<file path="config.mk">
export PLATFORM = sky130hd
export DESIGN_NAME = pimw_mapper
export DESIGN_NICKNAME = d
export VERILOG_FILES = /design/src/rtl/pimw_pkg.sv /design/src/rtl/pimw_mapper.sv
export SDC_FILE = /design/constraint.sdc
export NUM_CORES = 1
export LEC_CHECK = 0
export ABC_AREA = 1
export BUFFER_PORTS_ARGS = -buffer_cell sky130_fd_sc_hd__buf_2
export CAP_MARGIN = 20
export CORE_MARGIN = 2
export CORE_UTILIZATION = 40
export CTS_BUF_LIST = sky130_fd_sc_hd__clkbuf_8
export CTS_CLUSTER_SIZE = 40
export DETAILED_ROUTE_END_ITERATION = 7
export GPL_ROUTABILITY_DRIVEN = 0
export PLACE_DENSITY = 0.59
export SLEW_MARGIN = 10
export SYNTH_ARGS = -nofsm -noshare
export SYNTH_HDL_FRONTEND = slang
export SYNTH_SLANG_ARGS = --single-unit
</file>
<file path="constraint.sdc">
create_clock -name mclk -period 24.9 [get_ports mclk]
set_clock_uncertainty 0.1 [all_clocks]
set_input_delay 4.98 -clock mclk [delete_from_list [all_inputs] [get_ports mclk]]
set_output_delay 4.98 -clock mclk [all_outputs]
set_load 0.01 [all_outputs]
</file>
<file path="src/rtl/pimw_pkg.sv">
/*
  package of the process image word mapper: image layout, word offsets,
  module layout kinds and the structs that carry the controller port and the
  module-side data. assumes one node with fixed slots as laid out below.
*/
package pimw_pkg;

  localparam int unsigned W_WORD    = 16;
  localparam int unsigned W_ADDR    = 4;
  localparam int unsigned N_AO      = 4;    // analog output channels
  localparam int unsigned N_AI      = 2;    // analog input channels
  localparam int unsigned N_SPEC    = 4;    // words reserved for the specialty slot

  // output image: analog words first, then digital, then specialty
  localparam logic [3:0] OUT_AO_BASE   = 4'h0;
  localparam logic [3:0] OUT_DO_WORD   = 4'h4;
  localparam logic [3:0] OUT_SPEC_BASE = 4'h5;
  localparam logic [3:0] OUT_WORDS     = 4'h9;
  // input image: analog words first, then digital, then specialty
  localparam logic [3:0] IN_AI_BASE    = 4'h0;
  localparam logic [3:0] IN_DI_WORD    = 4'h2;
  localparam logic [3:0] IN_SPEC_BASE  = 4'h3;
  localparam logic [3:0] IN_WORDS      = 4'h7;

  localparam logic [15:0] WORD_ZERO    = 16'h0000;
  localparam logic [7:0]  BYTE_ZERO    = 8'h00;
  // byte lane masks: bit 0 low byte, bit 1 high byte
  localparam logic [1:0]  LANE_NONE    = 2'h0;
  localparam logic [1:0]  LANE_LOW     = 2'h1;
  localparam logic [1:0]  LANE_BOTH    = 2'h3;

  typedef enum logic [2:0] {
    PIMW_CNT32,       // one 32-bit counter, one control/status byte
    PIMW_DUAL_SHARED, // two 16-bit counters, one shared byte
    PIMW_DUAL_SPLIT,  // two 16-bit counters, a byte each
    PIMW_PWM,         // two pulse width channels, a byte each
    PIMW_SER_ALT      // serial interface, alternative format
  } pimw_kind_t;

  typedef enum logic {
    PIMW_IMG_IN,
    PIMW_IMG_OUT
  } pimw_img_t;

  typedef struct packed {
    logic              req;    // access strobe
    logic              we;     // write when high
    pimw_img_t         img;    // image selected
    logic [W_ADDR-1:0] addr;   // word offset
    logic [W_WORD-1:0] wdata;  // write word
  } pimw_req_t;

  typedef struct packed {
    logic              valid;  // one cycle after req
    logic [W_WORD-1:0] rdata;  // read word, zero after writes
  } pimw_rsp_t;

  typedef struct packed {
    logic [N_AO-1:0][W_WORD-1:0] ao;          // analog output values
    logic [7:0]                  dout;        // digital output byte
    logic [7:0]                  first_counter_ctrl;
    logic [7:0]                  second_counter_ctrl;
    logic                        first_ctrl_wr;  // controller wrote byte
    logic                        second_ctrl_wr;
    logic [31:0]                 setting;     // setting / data value
  } pimw_mod_out_t;

  typedef struct packed {
    logic [N_AI-1:0][W_WORD-1:0] ai;          // analog input values
    logic [7:0]                  din;         // digital input byte
    logic [7:0]                  first_counter_stat;
    logic [7:0]                  second_counter_stat;
    logic [31:0]                 value;       // counter / data value
  } pimw_mod_in_t;

endpackage

</file>
<file path="src/rtl/pimw_mapper.sv">
/*
  process image word mapper: holds the output image, builds the input image
  from module data, and serves whole-word reads and writes from the node
  controller. assumes the controller side is synchronous to mclk and that the
  modules accept new values every cycle.
*/
// How it works
// - analog output channel is little-endian word
// - analog module status bits never reach controller
// - analog output words precede digital output
// - two channels map to words 0,1
// - channel n at word n-1, up to 3
// - control/status byte always in low byte
// - control bytes go out, status bytes come in
// - control and data stored apart from status
// - 32-bit counter spans three words
// - dual counters share byte in word 0
// - split counters use four words
// - pulse width uses four words, bytes 0,4
// - serial alt: handshake low, data bytes packed
// - specialty image word aligned, whole words
// - analog input words precede digital input
`timescale 1ns/1ps

module pimw_mapper (
  input  wire logic                 mclk,     // 100 MHz clock
  input  wire logic                 arst_n,   // async reset, low active
  input  pimw_pkg::pimw_kind_t      kind,     // specialty layout in slot
  input  pimw_pkg::pimw_req_t       ctl_req,  // controller access
  output pimw_pkg::pimw_rsp_t       ctl_rsp,  // controller answer
  input  pimw_pkg::pimw_mod_in_t    mod_in,   // data from modules
  output pimw_pkg::pimw_mod_out_t   mod_out   // data to modules
);
  import pimw_pkg::*;

  // which byte lanes of specialty word w hold data for a layout
  function automatic logic [1:0] lanes(pimw_kind_t k, logic [1:0] w);
    logic [1:0] m;
    m = LANE_NONE;
    case (k)
      PIMW_CNT32, PIMW_DUAL_SHARED: begin
        m = (w == 2'd0) ? LANE_LOW : (w == 2'd3) ? LANE_NONE : LANE_BOTH;
      end
      PIMW_DUAL_SPLIT, PIMW_PWM: begin
        m = w[0] ? LANE_BOTH : LANE_LOW;
      end
      PIMW_SER_ALT: begin
        m = w[1] ? LANE_NONE : LANE_BOTH;
      end
      default: m = LANE_NONE;
    endcase
    return m;
  endfunction

  // clear the lanes that a layout leaves unused
  function automatic logic [15:0] masked(logic [1:0] m, logic [15:0] v);
    return {m[1] ? v[15:8] : BYTE_ZERO, m[0] ? v[7:0] : BYTE_ZERO};
  endfunction

  // true when a layout has a second control/status byte in word 2
  function automatic logic split_bytes(pimw_kind_t k);
    return (k == PIMW_DUAL_SPLIT) || (k == PIMW_PWM);
  endfunction

  logic                     rst_s1_q;
  logic                     rst_n_q;
  logic [W_WORD-1:0]        oimg_q [OUT_WORDS];
  logic [W_WORD-1:0]        iword;
  logic [W_WORD-1:0]        oword;
  logic [W_WORD-1:0]        spec_in [N_SPEC];
  pimw_rsp_t                rsp_q;
  pimw_mod_out_t            out_q;
  logic                     wr_out;
  logic [1:0]               wr_spec_w;
  logic                     wr_spec;
  logic                     first_wr_q;
  logic                     second_wr_q;

  // reset release through two flops; assertion stays asynchronous
  always_ff @(posedge mclk or negedge arst_n) begin
    if (!arst_n) begin
      rst_s1_q <= 1'b0;
      rst_n_q  <= 1'b0;
    end else begin
      rst_s1_q <= 1'b1;
      rst_n_q  <= rst_s1_q;
    end
  end

  // decode of a write into the output image
  assign wr_out    = ctl_req.req && ctl_req.we && (ctl_req.img == PIMW_IMG_OUT)
                     && (ctl_req.addr < OUT_WORDS);
  assign wr_spec   = wr_out && (ctl_req.addr >= OUT_SPEC_BASE);
  assign wr_spec_w = 2'(ctl_req.addr - OUT_SPEC_BASE);

  // output image storage, kept apart from what the modules report
  // control store
  always_ff @(posedge mclk or negedge rst_n_q) begin
    if (!rst_n_q) begin
      for (int i = 0; i < int'(OUT_WORDS); i++) begin
        oimg_q[i] <= WORD_ZERO;
      end
    end else if (wr_out) begin
      if (wr_spec) begin
        oimg_q[ctl_req.addr] <= masked(lanes(kind, wr_spec_w), ctl_req.wdata);
      end else if (ctl_req.addr == OUT_DO_WORD) begin
        // digital data is grouped in bytes after the analog words
        oimg_q[ctl_req.addr] <= {BYTE_ZERO, ctl_req.wdata[7:0]};
      end else begin
        oimg_q[ctl_req.addr] <= ctl_req.wdata;
      end
    end
  end

  // specialty input words built from module status and values
  always_comb begin
    for (int i = 0; i < int'(N_SPEC); i++) begin
      spec_in[i] = WORD_ZERO;
    end
    case (kind)
      // one byte, value low word, value high word
      PIMW_CNT32, PIMW_DUAL_SHARED: begin
        spec_in[0] = {BYTE_ZERO, mod_in.first_counter_stat};
        spec_in[1] = mod_in.value[15:0];
        spec_in[2] = mod_in.value[31:16];
      end
      PIMW_DUAL_SPLIT, PIMW_PWM: begin
        spec_in[0] = {BYTE_ZERO, mod_in.first_counter_stat};
        spec_in[1] = mod_in.value[15:0];
        spec_in[2] = {BYTE_ZERO, mod_in.second_counter_stat};
        spec_in[3] = mod_in.value[31:16];
      end
      PIMW_SER_ALT: begin
        spec_in[0] = {mod_in.value[7:0], mod_in.first_counter_stat};
        spec_in[1] = mod_in.value[23:8];
      end
      default: begin
        spec_in[0] = WORD_ZERO;
      end
    endcase
  end

  // input image word at the requested offset
  // analog inputs first
  always_comb begin
    iword = WORD_ZERO;
    if (ctl_req.addr < IN_DI_WORD) begin
      iword = mod_in.ai[1'(ctl_req.addr - IN_AI_BASE)];
    end else if (ctl_req.addr == IN_DI_WORD) begin
      iword = {BYTE_ZERO, mod_in.din};
    end else if (ctl_req.addr < IN_WORDS) begin
      iword = spec_in[2'(ctl_req.addr - IN_SPEC_BASE)];
    end else begin
      iword = WORD_ZERO;
    end
  end

  // output image readback; unmapped offsets read zero
  always_comb begin
    oword = WORD_ZERO;
    if (ctl_req.addr < OUT_WORDS) begin
      oword = oimg_q[ctl_req.addr];
    end
  end

  // control write events held one stage, since the byte reaches the
  // module one edge after the image store; the pulse must not lead it
  // pulse meets byte
  always_ff @(posedge mclk or negedge rst_n_q) begin
    if (!rst_n_q) begin
      first_wr_q  <= 1'b0;
      second_wr_q <= 1'b0;
    end else begin
      first_wr_q  <= wr_spec && (wr_spec_w == 2'd0);
      second_wr_q <= wr_spec && (wr_spec_w == 2'd2) && split_bytes(kind);
    end
  end

  // registered answer, one cycle after the request
  always_ff @(posedge mclk or negedge rst_n_q) begin
    if (!rst_n_q) begin
      rsp_q <= '0;
    end else begin
      rsp_q.valid <= ctl_req.req;
      if (ctl_req.req && !ctl_req.we) begin
        rsp_q.rdata <= (ctl_req.img == PIMW_IMG_OUT) ? oword : iword;
      end else begin
        rsp_q.rdata <= WORD_ZERO;
      end
    end
  end

  // module-side outputs taken from the image every cycle
  // only values leave, no status path
  always_ff @(posedge mclk or negedge rst_n_q) begin
    if (!rst_n_q) begin
      out_q <= '0;
    end else begin
      for (int i = 0; i < int'(N_AO); i++) begin
        out_q.ao[i] <= oimg_q[int'(OUT_AO_BASE) + i];
      end
      out_q.dout <= oimg_q[OUT_DO_WORD][7:0];
      out_q.first_counter_ctrl  <= oimg_q[OUT_SPEC_BASE][7:0];
      out_q.second_counter_ctrl <= split_bytes(kind) ? oimg_q[OUT_SPEC_BASE + 4'h2][7:0]
                                                     : BYTE_ZERO;
      // write of a control byte is an event
      out_q.first_ctrl_wr  <= first_wr_q;
      out_q.second_ctrl_wr <= second_wr_q;
      case (kind)
        PIMW_CNT32, PIMW_DUAL_SHARED: begin
          out_q.setting <= {oimg_q[OUT_SPEC_BASE + 4'h2], oimg_q[OUT_SPEC_BASE + 4'h1]};
        end
        PIMW_DUAL_SPLIT, PIMW_PWM: begin
          out_q.setting <= {oimg_q[OUT_SPEC_BASE + 4'h3], oimg_q[OUT_SPEC_BASE + 4'h1]};
        end
        PIMW_SER_ALT: begin
          out_q.setting <= {BYTE_ZERO, oimg_q[OUT_SPEC_BASE + 4'h1],
                            oimg_q[OUT_SPEC_BASE][15:8]};
        end
        default: out_q.setting <= '0;
      endcase
    end
  end

  assign ctl_rsp = rsp_q;
  assign mod_out = out_q;

endmodule

</file>
After elaboration in Yosys (flattened, before gate mapping):

Index checks and enable logic that the tools add are counted.

* output and inout port bits: 139
* register bits: 287
* input bits: 116

* reduce and logical (&&, ||, !) cells: 16
* bitwise gates (word level): 2
* equal/unequal tests: 8
* add/sub/neg operators: 2
* multiplexer cells: 36
* $lt $le $gt $ge: 8

Operator list (number)
* $bwmux 144: 3
* $mux 144: 2
* $mux 16: 14
* $pmux 16 s2: 3
* $pmux 32 s3: 1
* $bmux 16 s4: 1
* $demux 16 s4: 1
* $bmux 16 s2: 1
* $mux 8: 3
* $mux 2: 6
* $logic_and 1x1->1: 9
* $eq 3x2->1 const B: 2
* $pmux 2 s3: 1
* $ge 5x5->1 const B: 1
* $lt 5x1->1 const B: 1
* $not 4->5: 1
* $eq 2x2->1 const B: 2
* $eq 4x2->1 const B: 1
* $eq 4x3->1 const B: 1
* $ge 4x3->1 const B: 1
* $lt 4x2->1 const B: 1
* $lt 4x3->1 const B: 1
* $lt 4x4->1 const B: 1
* $reduce_or 2->1: 2
* other kinds (12): 12

Longest topological paths before layout:

* word-level depth: 11
* mapped depth: 14
* depth with buffers taken out: 12

Worst setup path after synthesis:

No wires, ideal clock.

* kind: input -> register
* start: in ctl_req[17] in the netlist's numbering
* end: reg oimg_q[0] in the netlist's numbering
* setup time: 0.128 ns
* setup slack: 17.718 ns
* path buffers: 4
* stages: 13
* arrival: 6.955 ns
* path through: buf_2 clkinv_1 clkbuf_1 ha_1 inv_1 o21ai_4 nand4_4 inv_2 buf_4 nand2_2 buf_2 nand2_1 o21ai_0

* word-level cells in the longest chain between the ends: 10

RTL lines
* from (decl): RTL line pimw_mapper.sv:29 `input pimw_pkg::pimw_req_t ctl_req,`
* $sub 2x1->2: RTL line pimw_mapper.sv:94 `assign wr_spec_w = 2'(ctl_req.addr - OUT_SPEC_BASE);`
* $eq 2x2->1: RTL line pimw_mapper.sv:42 `m = (w == 2'd0) ? LANE_LOW : (w == 2'd3) ? LANE_NONE : LANE_BOTH;`
* $mux 2 (2 in a row): RTL line pimw_mapper.sv:42
* $pmux 2 s3: RTL line pimw_mapper.sv:40 `case (k)`
* $mux 2: RTL line pimw_mapper.sv:104 `if (wr_spec) begin`
* $mux 2: RTL line pimw_mapper.sv:103 `end else if (wr_out) begin`
* $mux 8: RTL line pimw_mapper.sv:57 `return {m[1] ? v[15:8] : BYTE_ZERO, m[0] ? v[7:0] : BYTE_ZERO};`
* $bwmux 144: RTL line pimw_mapper.sv:105 `oimg_q[ctl_req.addr] <= masked(lanes(kind, wr_spec_w), ctl_req.wdata);`
* $mux 144: RTL line pimw_mapper.sv:104
* to (signal, indexed assignment): RTL line pimw_mapper.sv:105
* to (signal, indexed assignment): RTL line pimw_mapper.sv:108 `oimg_q[ctl_req.addr] <= {BYTE_ZERO, ctl_req.wdata[7:0]};`
* to (signal, indexed assignment): RTL line pimw_mapper.sv:110 `oimg_q[ctl_req.addr] <= ctl_req.wdata;`
* to (decl): RTL line pimw_mapper.sv:67 `logic [W_WORD-1:0] oimg_q [OUT_WORDS];`

Several ways; a longest one is shown, not always the timed one. The select of a mux whose other input is x is not followed.
A chain may end at the register's enable or synchronous reset.

Worst setup path in the final report:

* start: in ctl_req[17] in the netlist's numbering
* end: reg oimg_q[130] in the netlist's numbering

Same word-level chain as after synthesis.

==> results.sh <==
export IMPL_status="complete, no violations"
export IMPL_syn_nets=1597
export IMPL_cp_max_fo=32
export IMPL_maxCapViolations=0
export IMPL_synthToLayoutAreaGrowth_pct=20.51
export IMPL_htree_levels=2
export IMPL_slew_violations=0
export IMPL_yosysSeqAreaShare=0.5723
export IMPL_avgSynthCellArea_sq_um=8.514
export IMPL_die_w_um=181.1
export IMPL_cts_buffer_depth=3
export IMPL_routed_via_count=11080
export IMPL_ctsHoldBuffers=0
export IMPL_postCtsResizedCells=0
export IMPL_worst_pin_slew_ns=1.061
export IMPL_r2r_end="ctl_rsp[15]"
export IMPL_cts_root_buffer="clkbuf_8"
export IMPL_grt_pass1_vias=10490
export IMPL_io_pins=255
export IMPL_via_per_inst=5.143
export IMPL_irDropWorstVdd_v=0.00003811
export IMPL_port_buffers=254
export IMPL_max_slew_margin_rel=0.2904
export IMPL_crit_required_ns=25.25
export IMPL_grt_use_total=0.2454
export IMPL_core_area_sq_mm=0.03075
export IMPL_numCtsBuffers=48
export IMPL_wire_per_inst_um=18.94
export IMPL_grt_start_max_net_pins=96
export IMPL_synth_cell_types=31
export IMPL_dieArea_sq_mm=0.03281
export IMPL_regArea_sq_mm=0.007186
export IMPL_setup_slack_ns=16.76
export IMPL_fill_cells=3031
export IMPL_rrSetupSlack_ns=22.35
export IMPL_initial_core_util=0.4081
export IMPL_hpwlAfterDp_mm=29.30
export IMPL_ys_seq_elements=287
export IMPL_fin_nets=1841
export IMPL_power_total_w=0.001119
export IMPL_post_route_util=0.4918
export IMPL_cts_sinks=287
export IMPL_multi_input_area_sq_mm=0.004404
export IMPL_reg2reg_from="rst_n_q"
export IMPL_dp_slack_ns=16.25
export IMPL_cts_setup_buffers=0
export IMPL_fin_crit_sh=0.3269
export IMPL_clock_latency_ns=0.60
export IMPL_cts_reportedPaths_clkPinSlew_ns=0.06
export IMPL_rsz0062_at_grt="no"
export IMPL_drt_wl_total_mm=40.80
export IMPL_tns_ns=0
export IMPL_fmax_ghz=0.1228
export IMPL_die_height_um=181.1
export IMPL_ys_warn_count=0
export IMPL_tritoncts="yes"
export IMPL_p_leak_nw=7.726
export IMPL_worst_setup_path_start_kind="input pin"
export IMPL_period_minus_slack_ns=8.141
export IMPL_drt_iter0_markers=1221
export IMPL_synth_cells=1474
export IMPL_grt_overflow_total=0
export IMPL_syn_area_sq_mm=0.01255
export IMPL_crit_type="input pin to flip-flop"
export IMPL_route_detailed_drc=0
export IMPL_hold_violations=0
export IMPL_hold_path_depth=0
export IMPL_reg2regPathDepth=3
export IMPL_ant_nets=0
export IMPL_min_path_type="flip-flop to flip-flop"
export IMPL_layout_common_cells="nand2_1 (410), dfrtp_1 (286), buf_2 (253)"
export IMPL_drtPass1Iterations=5
export IMPL_antenna_found_initial=3
export IMPL_grt_pass1_wl_mm=62.29
export IMPL_pwr_density_cell_mw_per_mm2=73.96
export IMPL_setup_viol=0
export IMPL_min_from="rst_s1_q"
export IMPL_critPathArrivalTime_ns=8.49
export IMPL_num_rows=64
export IMPL_final_common_cell="nand2_1"
export IMPL_end_kind="flip-flop"
export IMPL_drive_gt1_frac=0.2063
export IMPL_worstHoldEndpoint="rst_n_q"
## through the flow
stage	hold slack [ns]	std cells	area, sq um
after global placement	0.2376	2061	14070
after CTS	0.2494	2148	15050
after detailed placement	0.2358	2061	14070
after floorplan	0.2312	1474	12550
final	0.2461	2154	15120
after global routing	0.2721	2154	15120
## cells in the mapped netlist (all sizes together)
cell type	number	area, sq um
nand2	416	1577
dfrtp	287	7182
inv	170	638.1
o21ai	156	792.0
nand3	122	610.6
nor2	96	400.4
a21oi	60	311.5
buf	42	205.2
o211ai	30	230.2
clkbuf	29	108.9
o22ai	22	137.6
nand4	9	71.32
o221ai	8	70.07
o31ai	8	60.06
ha	7	87.58
a31oi	6	37.54
clkinv	3	11.26
conb	1	3.750
nand3b	1	7.510
o21a	1	7.510
## routing by layer
metal	GRT usage	vias to the layer above	share of wire
met5	0	-	0
met4	0.08553	0	0.030
met3	0.03991	72	0.076
met2	0.3588	493	0.44
met1	0.3686	5259	0.45
li1	-	5254	-
## worst max path at each step
| stage | start | to | slack, ns | cells past startpoint |
|---|---|---|---|---|
| 6_report | ctl_req[17] | oimg_q[130] | 16.76 | 9 |
| 3_5_place_dp | ctl_req[17] | oimg_q[130] | 16.25 | 9 |
| 5_1_grt | ctl_req[17] | oimg_q[131] | 16.35 | 9 |
| 3_3_place_gp | ctl_req[17] | oimg_q[129] | 16.38 | 9 |
| 4_1_cts | ctl_req[17] | oimg_q[130] | 16.83 | 9 |
| 2_1_floorplan | rst_n_q | ctl_rsp[0] | 16.21 | 0 |
## critical path: stages
cell and delay [ns]:
buf_2 0.22, clkinv_1 0.39, ha_1 0.27, inv_1 0.11, o21ai_4 0.42, nand4_4 0.38
inv_2 0.45, nand3_1 0.82, o21ai_0 0.43
## layout make-up
cell class | instances | area share
Multi-Input combinational cell | 943 | 0.2912
Clock buffer | 62 | 0.05642
Tap cell | 396 | 0.03276
Timing Repair Buffer | 265 | 0.09233
Inverter | 173 | 0.04294
Sequential cell | 287 | 0.4751
Antenna cell | 3 | 0.0004964
Clock inverter | 25 | 0.008687
## state kept, by name, indices dropped and copies added (netlist names)
| signal | count |
|---|---|
| oimg_q | 144 |
| first_wr_q | 1 |
| ctl_rsp | 17 |
| mod_out | 122 |
| rst_n_q | 1 |
| rst_s1_q | 1 |
| second_wr_q | 1 |
## where the power goes
part | switching, W | internal (W)
clock network | 0.000190 | 0.000226
logic | 0.000108 | 0.0000537
registers | 0.0000262 | 0.000515
## cells by family after synthesis
kind of cell	after synthesis	share of synthesized area
and+or+nand+nor	644	0.2125
other	1	0.0002988
DFF	287	0.5723
AOI/OAI and AO/OA	291	0.1312
adders and majority gates	7	0.006979
buffers and inverters	244	0.07677
Power figures use the tool's default switching activity.
